## config.mk

```make
export PLATFORM = sky130hd
export DESIGN_NAME = frs_seq
export DESIGN_NICKNAME = d
export VERILOG_FILES = /design/src/pkg/frs_pkg.sv /design/src/core/frs_flash_port.sv /design/src/core/frs_seq.sv
export SDC_FILE = /design/constraint.sdc
export NUM_CORES = 1
export LEC_CHECK = 0
export ABC_AREA = 1
export ABC_CLOCK_PERIOD_IN_PS = 6500
export BUFFER_PORTS_ARGS = -buffer_cell sky130_fd_sc_hd__buf_2
export CORE_UTILIZATION = 55
export DETAILED_ROUTE_END_ITERATION = 8
export PLACE_DENSITY = 0.72
export SETUP_SLACK_MARGIN = 0.2
export SLEW_MARGIN = 10
export SYNTH_ARGS = -nofsm -noshare
export SYNTH_HDL_FRONTEND = slang
export SYNTH_SLANG_ARGS = --single-unit
```

## constraint.sdc

```tcl
create_clock -name clk_in -period 6.5 [get_ports clk_in]
set_input_delay 0.325 -clock clk_in [delete_from_list [all_inputs] [get_ports clk_in]]
set_output_delay 0.325 -clock clk_in [all_outputs]
set_load 0.02 [all_outputs]
```

## src/pkg/frs_pkg.sv

```systemverilog
package frs_pkg;

    // ----------------------------------------------------------------
    // register map (byte address = word index * 4)
    // ----------------------------------------------------------------
    localparam logic [4:0] FRS_OFF_ADDR_LOW  = 5'h00;
    localparam logic [4:0] FRS_OFF_ADDR_HIGH = 5'h04;
    localparam logic [4:0] FRS_OFF_DATA_LOW  = 5'h08;
    localparam logic [4:0] FRS_OFF_DATA_HIGH = 5'h0c;
    localparam logic [4:0] FRS_OFF_CONTROL   = 5'h10;
    localparam logic [4:0] FRS_OFF_UNLOCK    = 5'h14;

    // ----------------------------------------------------------------
    // control register fields
    // ----------------------------------------------------------------
    localparam int FRS_BIT_READ_START  = 0;
    localparam int FRS_BIT_WRITE_START = 1;
    localparam int FRS_BIT_WRITE_EN    = 2;
    localparam int FRS_BIT_WRITE_ERR   = 3;
    localparam int FRS_BIT_LATCH_ONLY  = 5;
    localparam int FRS_BIT_ERASE_SEL   = 4;
    localparam int FRS_BIT_CFG_SEL     = 6;

    // ----------------------------------------------------------------
    // unlock keys, blank value, geometry
    // ----------------------------------------------------------------
    localparam logic [7:0]  FRS_KEY_FIRST  = 8'h55;
    localparam logic [7:0]  FRS_KEY_SECOND = 8'haa;
    localparam logic [13:0] FRS_BLANK      = 14'h3fff;
    localparam int          FRS_LATCHES    = 32;
    localparam int          FRS_ROW_BITS   = 10;

    // ----------------------------------------------------------------
    // timing
    // ----------------------------------------------------------------
    localparam int FRS_CLK_MHZ        = 125;
    localparam int FRS_ERASE_US       = 2000;
    localparam int FRS_ERASE_CYCLES   = FRS_ERASE_US * FRS_CLK_MHZ;
    localparam int FRS_SETUP_CYCLES   = 2;

    typedef enum logic [1:0] {
        FRS_UNL_IDLE,
        FRS_UNL_FIRST,
        FRS_UNL_ARMED
    } frs_unl_t;

    typedef enum logic [2:0] {
        FRS_ST_IDLE,
        FRS_ST_SETUP,
        FRS_ST_ERASE,
        FRS_ST_PROGRAM,
        FRS_ST_DONE
    } frs_state_t;

    typedef struct packed {
        logic        erase;
        logic        latch_only;
        logic [14:0] addr;
        logic [13:0] data;
    } frs_op_t;

endpackage

```

## src/core/frs_flash_port.sv

```systemverilog
`timescale 1ns/10ps
module frs_flash_port
    import frs_pkg::*;
#(
    parameter int ROW_W = FRS_ROW_BITS
) (
    input  wire logic             clk_in,
    input  wire logic             rst_n_in,
    input  wire logic             erase_in,
    input  wire logic             program_in,
    input  wire logic [ROW_W-1:0] row_in,
    output logic                  busy_out
);
    // ----------------------------------------------------------------
    // array operation marker; the array itself is outside
    // ----------------------------------------------------------------
    logic busy_d;
    logic busy_q;

    always_comb begin
        busy_d = busy_q;
        if (erase_in || program_in) begin
            busy_d = 1'b1;
        end else begin
            busy_d = 1'b0;
        end
    end

    always_ff @(posedge clk_in) begin
        if (!rst_n_in) begin
            busy_q <= 1'b0;
        end else begin
            busy_q <= busy_d;
        end
    end

    assign busy_out = busy_q;
endmodule

```

## src/core/frs_seq.sv

```systemverilog
// Implementation choices: the Avalon-MM slave port and the address map.
`timescale 1ns/10ps
// How it works
// - erase acts on whole row only
// - two setup cycles after write start
// - core stalled for erase duration
// - stall keeps clocks, no sleep
// - resume at third instruction afterwards
// - program never erases automatically
// - one to thirty-two words per program
// - upper ten bits row, low five latch
// - program confined to selected row
// - latches reset blank after each erase or program, kept after latch-only load
// - unloaded blank latches programmed blank
// - latch-only one loads latch only
// - latch-only zero loads then programs row
// - broken unlock does nothing
// - start bits cleared by hardware only
// - reset during erase or program sets error flag, not during setup
// - unlock register reads zero
module frs_seq
    import frs_pkg::*;
#(
    parameter int ERASE_CYCLES = FRS_ERASE_CYCLES,
    parameter int LATCHES      = FRS_LATCHES
) (
    input  wire logic        clk_in,
    input  wire logic        rst_n_in,
    input  wire logic [4:0]  avs_address_in,
    input  wire logic        avs_read_in,
    input  wire logic        avs_write_in,
    input  wire logic [31:0] avs_writedata_in,
    output logic [31:0]      avs_readdata_out,
    output logic             avs_waitrequest_out,
    output logic             core_stall_out,
    output logic             core_sleep_out,
    output logic             array_erase_out,
    output logic             array_program_out,
    output logic [9:0]       array_row_out,
    output logic [13:0]      array_word_out,
    output logic [4:0]       array_word_idx_out
);
    // ----------------------------------------------------------------
    // state
    // ----------------------------------------------------------------
    logic [7:0]  addr_low_q, addr_low_d;
    logic [6:0]  addr_high_q, addr_high_d;
    logic [7:0]  data_low_q, data_low_d;
    logic [5:0]  data_high_q, data_high_d;
    logic        wr_en_q, wr_en_d, erase_sel_q, erase_sel_d;
    logic        lonly_q, lonly_d, cfg_q, cfg_d;
    logic        wstart_q, wstart_d, rstart_q, rstart_d;
    logic        werr_q, werr_d, inflight_q;
    frs_unl_t    unl_q, unl_d;
    frs_state_t  st_q, st_d;
    frs_op_t     op_q, op_d;
    logic [1:0]  setup_q, setup_d;
    logic [17:0] cnt_q, cnt_d;
    logic [4:0]  widx_q, widx_d;
    logic [13:0] latch_q [LATCHES];
    logic        ack_q, ack_d;
    logic [31:0] rdata_q, rdata_d;
    logic        stall_q, stall_d;
    logic        aer_q, aer_d, apg_q, apg_d;
    logic [9:0]  arow_q, arow_d;
    logic [13:0] aword_q, aword_d;
    logic [4:0]  aidx_q, aidx_d;
    logic        req, wr_ctl, wr_unl, fire, latch_ld, latch_clr;

    function automatic logic [9:0] row_of(input logic [6:0] hi, input logic [7:0] lo);
        row_of = {hi, lo[7:5]};
    endfunction

    assign req    = (avs_read_in || avs_write_in) && !ack_q;
    assign wr_ctl = req && avs_write_in && avs_address_in == FRS_OFF_CONTROL;
    assign wr_unl = req && avs_write_in && avs_address_in == FRS_OFF_UNLOCK;

    // ----------------------------------------------------------------
    // bus, unlock and sequencer
    // ----------------------------------------------------------------
    always_comb begin
        addr_low_d  = addr_low_q;
        addr_high_d = addr_high_q;
        data_low_d  = data_low_q;
        data_high_d = data_high_q;
        wr_en_d     = wr_en_q;
        erase_sel_d = erase_sel_q;
        lonly_d     = lonly_q;
        cfg_d       = cfg_q;
        wstart_d    = wstart_q;
        rstart_d    = 1'b0;
        werr_d      = werr_q;
        unl_d       = unl_q;
        st_d        = st_q;
        op_d        = op_q;
        setup_d     = setup_q;
        cnt_d       = cnt_q;
        widx_d      = widx_q;
        ack_d       = req;
        rdata_d     = 32'h0000_0000;
        stall_d     = 1'b0;
        aer_d       = 1'b0;
        apg_d       = 1'b0;
        arow_d      = arow_q;
        aword_d     = aword_q;
        aidx_d      = aidx_q;
        fire        = 1'b0;
        latch_ld    = 1'b0;
        latch_clr   = 1'b0;
        if (req && avs_write_in) begin
            case (avs_address_in)
                FRS_OFF_ADDR_LOW:  addr_low_d  = avs_writedata_in[7:0];
                FRS_OFF_ADDR_HIGH: addr_high_d = avs_writedata_in[6:0];
                FRS_OFF_DATA_LOW:  data_low_d  = avs_writedata_in[7:0];
                FRS_OFF_DATA_HIGH: data_high_d = avs_writedata_in[5:0];
                FRS_OFF_CONTROL: begin
                    wr_en_d     = avs_writedata_in[FRS_BIT_WRITE_EN];
                    erase_sel_d = avs_writedata_in[FRS_BIT_ERASE_SEL];
                    lonly_d     = avs_writedata_in[FRS_BIT_LATCH_ONLY];
                    cfg_d       = avs_writedata_in[FRS_BIT_CFG_SEL];
                    werr_d      = werr_q & avs_writedata_in[FRS_BIT_WRITE_ERR];
                    rstart_d    = avs_writedata_in[FRS_BIT_READ_START];
                end
                default: ;
            endcase
        end
        if (wr_unl) begin
            if (avs_writedata_in[7:0] == FRS_KEY_FIRST) begin
                unl_d = FRS_UNL_FIRST;
            end else if (avs_writedata_in[7:0] == FRS_KEY_SECOND && unl_q == FRS_UNL_FIRST) begin
                unl_d = FRS_UNL_ARMED;
            end else begin
                unl_d = FRS_UNL_IDLE;
            end
        end else if (req && avs_write_in) begin
            unl_d = FRS_UNL_IDLE;
        end
        if (wr_ctl && avs_writedata_in[FRS_BIT_WRITE_START] && st_q == FRS_ST_IDLE && unl_q == FRS_UNL_ARMED
            && avs_writedata_in[FRS_BIT_WRITE_EN] && !avs_writedata_in[FRS_BIT_CFG_SEL]) begin
            fire     = 1'b1;
            wstart_d = 1'b1;
            unl_d    = FRS_UNL_IDLE;
            op_d.erase      = avs_writedata_in[FRS_BIT_ERASE_SEL];
            op_d.latch_only = avs_writedata_in[FRS_BIT_LATCH_ONLY];
            op_d.addr       = {addr_high_q, addr_low_q};
            op_d.data       = {data_high_q, data_low_q};
            st_d            = FRS_ST_SETUP;
            setup_d         = 2'(FRS_SETUP_CYCLES - 1);
        end
        case (st_q)
            FRS_ST_IDLE: ;
            FRS_ST_SETUP: begin
                stall_d = 1'b1;
                if (setup_q == 2'h0) begin
                    if (op_q.erase) begin
                        st_d  = FRS_ST_ERASE;
                        cnt_d = 18'(ERASE_CYCLES - 1);
                    end else begin
                        latch_ld = 1'b1;
                        if (op_q.latch_only) begin
                            st_d = FRS_ST_DONE;
                        end else begin
                            st_d   = FRS_ST_PROGRAM;
                            widx_d = 5'h00;
                        end
                    end
                end else begin
                    setup_d = setup_q - 2'h1;
                end
            end
            FRS_ST_ERASE: begin
                stall_d = 1'b1;
                aer_d   = 1'b1;
                arow_d  = row_of(op_q.addr[14:8], op_q.addr[7:0]);
                if (cnt_q == 18'h0) begin
                    st_d = FRS_ST_DONE;
                end else begin
                    cnt_d = cnt_q - 18'h1;
                end
            end
            FRS_ST_PROGRAM: begin
                stall_d = 1'b1;
                apg_d   = 1'b1;
                arow_d  = row_of(op_q.addr[14:8], op_q.addr[7:0]);
                aidx_d  = widx_q;
                aword_d = latch_q[widx_q];
                if (widx_q == 5'(LATCHES - 1)) begin
                    st_d = FRS_ST_DONE;
                end else begin
                    widx_d = widx_q + 5'h1;
                end
            end
            FRS_ST_DONE: begin
                latch_clr = !op_q.latch_only || op_q.erase;
                wstart_d  = 1'b0;
                st_d      = FRS_ST_IDLE;
            end
            default: st_d = FRS_ST_IDLE;
        endcase
        if (req && avs_read_in) begin
            case (avs_address_in)
                FRS_OFF_ADDR_LOW:  rdata_d = {24'h0, addr_low_q};
                FRS_OFF_ADDR_HIGH: rdata_d = {25'h0, addr_high_q};
                FRS_OFF_DATA_LOW:  rdata_d = {24'h0, data_low_q};
                FRS_OFF_DATA_HIGH: rdata_d = {26'h0, data_high_q};
                FRS_OFF_CONTROL:   rdata_d = {25'h0, cfg_q, lonly_q, erase_sel_q, werr_q, wr_en_q, wstart_q, rstart_q};
                default:           rdata_d = 32'h0000_0000;
            endcase
        end
    end

    always_ff @(posedge clk_in) begin
        if (!rst_n_in) begin
            addr_low_q  <= 8'h00;
            addr_high_q <= 7'h00;
            data_low_q  <= 8'h00;
            data_high_q <= 6'h00;
            wr_en_q     <= 1'b0;
            erase_sel_q <= 1'b0;
            lonly_q     <= 1'b0;
            cfg_q       <= 1'b0;
            wstart_q    <= 1'b0;
            rstart_q    <= 1'b0;
            werr_q      <= werr_q | inflight_q;
            unl_q       <= FRS_UNL_IDLE;
            st_q        <= FRS_ST_IDLE;
            op_q        <= '0;
            setup_q     <= 2'h0;
            cnt_q       <= 18'h0;
            widx_q      <= 5'h00;
            ack_q       <= 1'b0;
            rdata_q     <= 32'h0000_0000;
            stall_q     <= 1'b0;
            aer_q       <= 1'b0;
            apg_q       <= 1'b0;
            arow_q      <= 10'h000;
            aword_q     <= FRS_BLANK;
            aidx_q      <= 5'h00;
        end else begin
            addr_low_q  <= addr_low_d;
            addr_high_q <= addr_high_d;
            data_low_q  <= data_low_d;
            data_high_q <= data_high_d;
            wr_en_q     <= wr_en_d;
            erase_sel_q <= erase_sel_d;
            lonly_q     <= lonly_d;
            cfg_q       <= cfg_d;
            wstart_q    <= wstart_d;
            rstart_q    <= rstart_d;
            werr_q      <= werr_d;
            unl_q       <= unl_d;
            st_q        <= st_d;
            op_q        <= op_d;
            setup_q     <= setup_d;
            cnt_q       <= cnt_d;
            widx_q      <= widx_d;
            ack_q       <= ack_d;
            rdata_q     <= rdata_d;
            stall_q     <= stall_d;
            aer_q       <= aer_d;
            apg_q       <= apg_d;
            arow_q      <= arow_d;
            aword_q     <= aword_d;
            aidx_q      <= aidx_d;
        end
    end

    // ----------------------------------------------------------------
    // reset-interrupt tracker, drops to zero one cycle after reset asserts
    // ----------------------------------------------------------------
    always_ff @(posedge clk_in) begin
        inflight_q <= rst_n_in && (st_q == FRS_ST_ERASE || st_q == FRS_ST_PROGRAM);
    end

    // ----------------------------------------------------------------
    // write latches
    // ----------------------------------------------------------------
    always_ff @(posedge clk_in) begin
        for (int i = 0; i < LATCHES; i++) begin
            if (!rst_n_in || latch_clr) begin
                latch_q[i] <= FRS_BLANK;
            end else if (latch_ld && op_q.addr[4:0] == 5'(i)) begin
                latch_q[i] <= op_q.data;
            end
        end
    end

    frs_flash_port #(.ROW_W (FRS_ROW_BITS)) u_port (
        .clk_in     (clk_in),
        .rst_n_in   (rst_n_in),
        .erase_in   (aer_q),
        .program_in (apg_q),
        .row_in     (arow_q),
        .busy_out   ()
    );

    assign avs_readdata_out    = rdata_q;
    assign avs_waitrequest_out = !ack_q;
    assign core_stall_out      = stall_q;
    assign core_sleep_out      = 1'b0;
    assign array_erase_out     = aer_q;
    assign array_program_out   = apg_q;
    assign array_row_out       = arow_q;
    assign array_word_out      = aword_q;
    assign array_word_idx_out  = aidx_q;

    // ----------------------------------------------------------------
    // checks
    // ----------------------------------------------------------------
    a_unlock_reads_zero: assert property (@(posedge clk_in) disable iff (!rst_n_in)
        (req && avs_read_in && avs_address_in == FRS_OFF_UNLOCK) |=> avs_readdata_out == 32'h0)
        else $error("unlock register read not zero");
    a_broken_unlock: assert property (@(posedge clk_in) disable iff (!rst_n_in)
        (wr_ctl && unl_q != FRS_UNL_ARMED) |=> st_q == FRS_ST_IDLE || $past(st_q) != FRS_ST_IDLE)
        else $error("operation started without unlock");
    a_setup_two: assert property (@(posedge clk_in) disable iff (!rst_n_in)
        fire |=> st_q == FRS_ST_SETUP ##1 st_q == FRS_ST_SETUP ##1 st_q != FRS_ST_SETUP)
        else $error("setup not two cycles");
    a_stall_erase: assert property (@(posedge clk_in) disable iff (!rst_n_in)
        st_q == FRS_ST_ERASE |=> core_stall_out)
        else $error("core not stalled in erase");
    a_no_sleep: assert property (@(posedge clk_in) disable iff (!rst_n_in)
        core_stall_out |-> !core_sleep_out)
        else $error("stall entered sleep");
    a_start_clear: assert property (@(posedge clk_in) disable iff (!rst_n_in)
        st_q == FRS_ST_DONE |=> !wstart_q)
        else $error("write start not cleared");
    a_latch_only: assert property (@(posedge clk_in) disable iff (!rst_n_in)
        (st_q == FRS_ST_SETUP && setup_q == 2'h0 && !op_q.erase && op_q.latch_only)
        |=> st_q == FRS_ST_DONE ##1 !array_program_out)
        else $error("latch load started programming");
    a_row_fixed: assert property (@(posedge clk_in) disable iff (!rst_n_in)
        (array_program_out && $past(array_program_out)) |-> $stable(array_row_out))
        else $error("program crossed row");
    a_latch_blank: assert property (@(posedge clk_in) disable iff (!rst_n_in)
        (st_q == FRS_ST_DONE && !op_q.latch_only) |=> latch_q[0] == FRS_BLANK)
        else $error("latches not blank after operation");
endmodule

```

# [Yosys cells after proc, flatten, opt, wreduce, memory -nomap -nowiden]
# Memories as Yosys holds them, arrays and structs flattened. A register that Yosys moved wholly into a read port is not among the register bits.
# Cells that the tools add are included.
[totals] reg_bits=149 ram_bits=448 inputBits=41 out_inout_bits=66 wordCells=359 n_memories=1
[memory_table] name="latch_q" depth=32 width=14 read_ports=1 rd_clocked_by_memory_dff=1 wr=32 line="frs_seq.sv:60" text="logic [13:0] latch_q [LATCHES];"
[op_classes] n_addsub=3 eq_ne=53 muxes=164 n_bitwise=35 reduce_logical=75
[ops] operator="$mux 14" n=32
[ops] operator="$mux 1" n=108
[ops] operator="$eq 5x5->1 const B" n=19
[ops] operator="$mux 18" n=3
[ops] operator="$eq 5x4->1 const B" n=10
[ops] operator="$logic_and 1x1->1" n=44
[ops] operator="$pmux 8 s5" n=1
[ops] operator="$pmux 18 s2" n=1
[ops] operator="$or 1x1->1" n=33
[ops] operator="$eq 5x3->1 const B" n=5
[ops] operator="$mux 5" n=4
[ops] operator="$logic_not 18->1" n=1
[ops] operator="$mux 3" n=6
[ops] operator="$sub 18x1->18 const B" n=1
[ops] operator="$mux 2" n=7
[ops] operator="$reduce_and 2->1" n=7
[ops] operator="$ne 2x2->1 const B" n=6
[ops] operator="$pmux 3 s4" n=1
[ops] operator="$eq 5x2->1 const B" n=2
[ops] operator="$logic_not 5->1" n=2
[ops] operator="$pmux 5 s2" n=1
[ops] operator="$eq 8x7->1 const B" n=1
[ops] operator="$eq 8x8->1 const B" n=1
[ops] operator="$eq 3x2->1 const B" n=2
[ops] operator="20 further kinds" n=32

# [Depth between registers and ports, before layout]
[logic_depth] ltp_word=12 depth_mapped=11 mapped_depth_nobuf=10

# [Least setup slack after synthesis]
# OpenSTA, ideal clock, no wires.
[synth_path] path_kind="register -> register" from="reg st_q[2]" to="mem latch_q[16][0], enable pin" arrival_ns=2.208 slack_ns=3.888 stages_incl_launch_ff=9 path_buffers=1 synth_period_minus_slack_ns=2.612 path_cell_list="dfxtp_1 inv_2 nand2_2 nor2_4 nand3_4 nor2_8 inv_6 buf_6 o21ai_0"
[synth_lines] element="start, declared" line="frs_seq.sv:55" text="frs_state_t st_q, st_d;"
[synth_lines] element="start signal, assigned" line="frs_seq.sv:252" text="st_q <= st_d;"
[synth_lines] element="end, declared" line="frs_seq.sv:60"

==> impl_metrics.toml <==
[global_routing]
grt_first_pass_wirelength_um = 106000
global_route.usage.total_pct = 27.7
grt-ovfl-total = 0
maximum_number_of_pins_on_one_net_before_global_route_repair = 159
grt_pass1_vias = 18900
grt_antenna_before_repair = 0

[sta]
final.period_utilization_pct = 48.7
finalSetupTns_ns = 0
max_slew_margin_pct = 17.1
finalHoldWorstSlack_ns = 0.0325
min_period_ns = 3.17
report.final.hold_viol_count = 0
setup_repair_after_global_routing_missed_its_margin = "no"
final.setup.worst_slack_ns = 3.33
max_slew_violation_count = 0
finalSetupViolations = 0
worst_pin_slew_ns = 1.24
timing.fmax_mhz = 316
skew_ns = 0.0164

[clock_tree]
cts_inserted_buffers = 60
cts_tree = "yes"
post_cts.repair.setup_buffers = 0
clock-sinks = 587
cts_htree_levels = 2
clk_root_buffer_cell = "sky130_fd_sc_hd__clkbuf_16"
clk-insertion-delay-late_ns = 0.62
clockBufferDepth = 3
clkSlewWorstSetupHoldPaths_ns = 0.06

[synthesis]
syn_area_um2 = 26500
netlist_top_cells_area = "sky130_fd_sc_hd__edfxtp_1 (51%), sky130_fd_sc_hd__nand2_1 (12%), sky130_fd_sc_hd__dfxtp_1 (10%)"
synth-seq-cells = 587
post_synth.cell_area_avg_um2 = 9.20
yosys_warnings = 0
synthDominantCellAreaShare_pct = 50.9
postSynth.topFlopCell = "sky130_fd_sc_hd__edfxtp_1"
synthesis.instances = 2881
ys_types = 41
edff_count_synth = 449
netlist.top_cell.by_area = "sky130_fd_sc_hd__edfxtp_1"
async_reset_ff_share_pct = 0
share_of_the_yosys_chip_area_belonging_to_registers_pct = 61.3

[setup_path]
timing.critical_path.cells = "buf_2, buf_4, nand2_1, o21ai_2, buf_4, inv_2, nor3_2, nand2_1"
sort_of_element_at_the_end_of_the_critical_path = "flop"
timing.critical_path.from_type = "primary input"
critPathMaxFanout = 81
critPathArrivalTime_ns = 3.50
critical_path.max_stage_delay_ns = 0.93
master_of_the_slowest_instance_on_the_critical_path = "sky130_fd_sc_hd__nor3_2"
critPathKind = "in -> reg"
r2r_cells = 8
critPathRequiredTime_ns = 6.83

[floorplanning]
design.core.area_um2 = 47600
num_rows = 80
ios = 107
floorplan.initialDensity_pct = 55.6
die-area_um2 = 49100
die_y_um = 222
fp.dieW_um = 222

[routing]
met3_wirelength_um = 6050
ant_nets = 0
met2_length_um = 32200
drt_wl_total_um = 67900
drt_pre_antenna_iters = 5
highest_signal_layer_in_the_routed_design = "met4"
drt-wirelength-per-cell_um = 19.4
avgViaCountPerCell = 5.74
number_of_design_rule_violations_left_after_detail_routing = 0
drt-initial-drc-count = 2200
met1_length_um = 27300
vias = 20100

[place]
place_inst = 3383
placed_cell_area_um2 = 26800
port_buffers = 57
dpl_worst_slack_ns = 2.79
dp_hpwl_um = 40400
last_weighted_congestion_value_of_the_routability_driven_placer = 0.875

[power]
vdd_ir_drop_max_mv = 0.246
static-leakage-power_nw = 9.15
post_layout_total_power_mw = 7.62
p_per_area_nw_per_um2 = 264

[layout]
combined_flip_flop_and_latch_cell_area_um2 = 16300
final_net_count = 2878
multi_input_area_um2 = 8810
layout.core_utilization_pct = 60.6
instances_no_fill = 3501
finalInstanceArea_um2 = 28900
area_growth_pct = 8.94
layout.filler_cells = 3946
drive_gt1_share_pct = 10.4
antenna_cells_inserted = 0

[worst_hold_path]
min_path_cells = 3
min_path_type = "in -> reg"

[outcome]
status = "complete, no violations"

[job]
number_of_maximum_capacitance_constraint_violations = 0
## path summary, 6_finish.rpt
check / start / to / slack (ns)
worst max-delay path: rst_n_in / latch_q[0][8]$_SDFFCE_PN1P_ / 3.33
worst min-delay path: avs_writedata_in[3] / addr_high_q[3]$_SDFFE_PN0P_ / 0.03
worst max register to register: st_q[1]$_SDFF_PN0_ / latch_q[0][8]$_SDFFCE_PN1P_ / 3.36
worst min register to register: op_q[13]$_SDFFE_PN0P_ / op_q[13]$_SDFFE_PN0P_ / 0.45
## power breakdown
| group | internal (mW) | total [mW] | switching, mW | leakage (nW) |
|---|---|---|---|---|
| registers | 4.02 | 4.03 | 0.00211 | 4.15 |
| clock network | 2.02 | 3.46 | 1.44 | 0.968 |
| logic | 0.0206 | 0.141 | 0.121 | 4.03 |
| total | 6.06 | 7.62 | 1.56 | 9.15 |
## flip-flops by register name (all words and copies together), names as in the netlist, 3 cells and up
register	count
array_row_out	10
avs_readdata_out	8
data_high_q	6
latch_q	448
data_low_q	8
array_word_out	14
addr_high_q	7
cnt_q	18
array_word_idx_out	5
widx_q	5
op_q	31
st_q	3
addr_low_q	8
## final cells by class
class,count,area share [%]
Clock buffer,86,5.91
Inverter,121,1.63
Tap cell,615,2.67
Multi-Input combinational cell,1968,30.5
Clock inverter,28,0.936
Sequential cell,587,56.3
Timing Repair Buffer,96,2.04
## Yosys cell counts (3+ instances only)
| cell type | n |
|---|---|
| sky130_fd_sc_hd__buf_2 | 52 |
| sky130_fd_sc_hd__nor3_1 | 6 |
| sky130_fd_sc_hd__edfxtp_1 | 449 |
| sky130_fd_sc_hd__dfxtp_1 | 138 |
| sky130_fd_sc_hd__a211oi_1 | 5 |
| sky130_fd_sc_hd__nor2_2 | 16 |
| sky130_fd_sc_hd__o21ai_0 | 219 |
| sky130_fd_sc_hd__nand3b_1 | 3 |
| sky130_fd_sc_hd__a21oi_1 | 121 |
| sky130_fd_sc_hd__inv_2 | 6 |
| sky130_fd_sc_hd__clkbuf_1 | 123 |
| sky130_fd_sc_hd__nor3_4 | 12 |
| sky130_fd_sc_hd__buf_6 | 9 |
| sky130_fd_sc_hd__buf_1 | 18 |
| sky130_fd_sc_hd__nand2_2 | 62 |
| sky130_fd_sc_hd__nand3_1 | 280 |
| sky130_fd_sc_hd__buf_4 | 27 |
| sky130_fd_sc_hd__nand2_1 | 856 |
| sky130_fd_sc_hd__inv_1 | 112 |
| sky130_fd_sc_hd__o211ai_1 | 14 |
| sky130_fd_sc_hd__ha_1 | 3 |
| sky130_fd_sc_hd__nand4_1 | 7 |
| sky130_fd_sc_hd__nor2_1 | 308 |
| sky130_fd_sc_hd__o22ai_1 | 11 |
## what timing repair did
item,4_1_cts,5_1_grt
hold buffers,4,0
endpoints found under the hold margin,4,0
resized for setup,0,0
## metal layers
layer  GRT usage [%]  up-vias
met4            10.4        0
met2            45.0      928
met1            37.7     9562
li1                -     9459
met5               0        -
met3            4.43      141
## kinds of logic after synthesis
family                     share of synthesized area, %
DFF                                                61.3
AOI/OAI and AO/OA                                  7.30
buffers and inverters                              5.87
xor gates and xnor gates                          0.132
adders and majority gates                         0.142
other                                            0.0142
and+or+nand+nor                                    25.2
## critical path: cells and delay by family
family	cells	cell delay, ns
AND/OR/NAND/NOR	3	1.24
buffers and inverters	4	1.76
AO/OA/AOI/OAI	1	0.12
## placed cells by master (no fill, tap or decap), drive strengths merged, types with 25 or more instances in the layout
cell type / count
buf: 92
a21oi: 121
nor2: 327
inv: 122
edfxtp: 449
dfxtp: 138
conb: 25
nand2: 918
o21ai: 220
clkbuf: 86
nand3: 282
No activity file was read; power rests on OpenSTA's default activity.
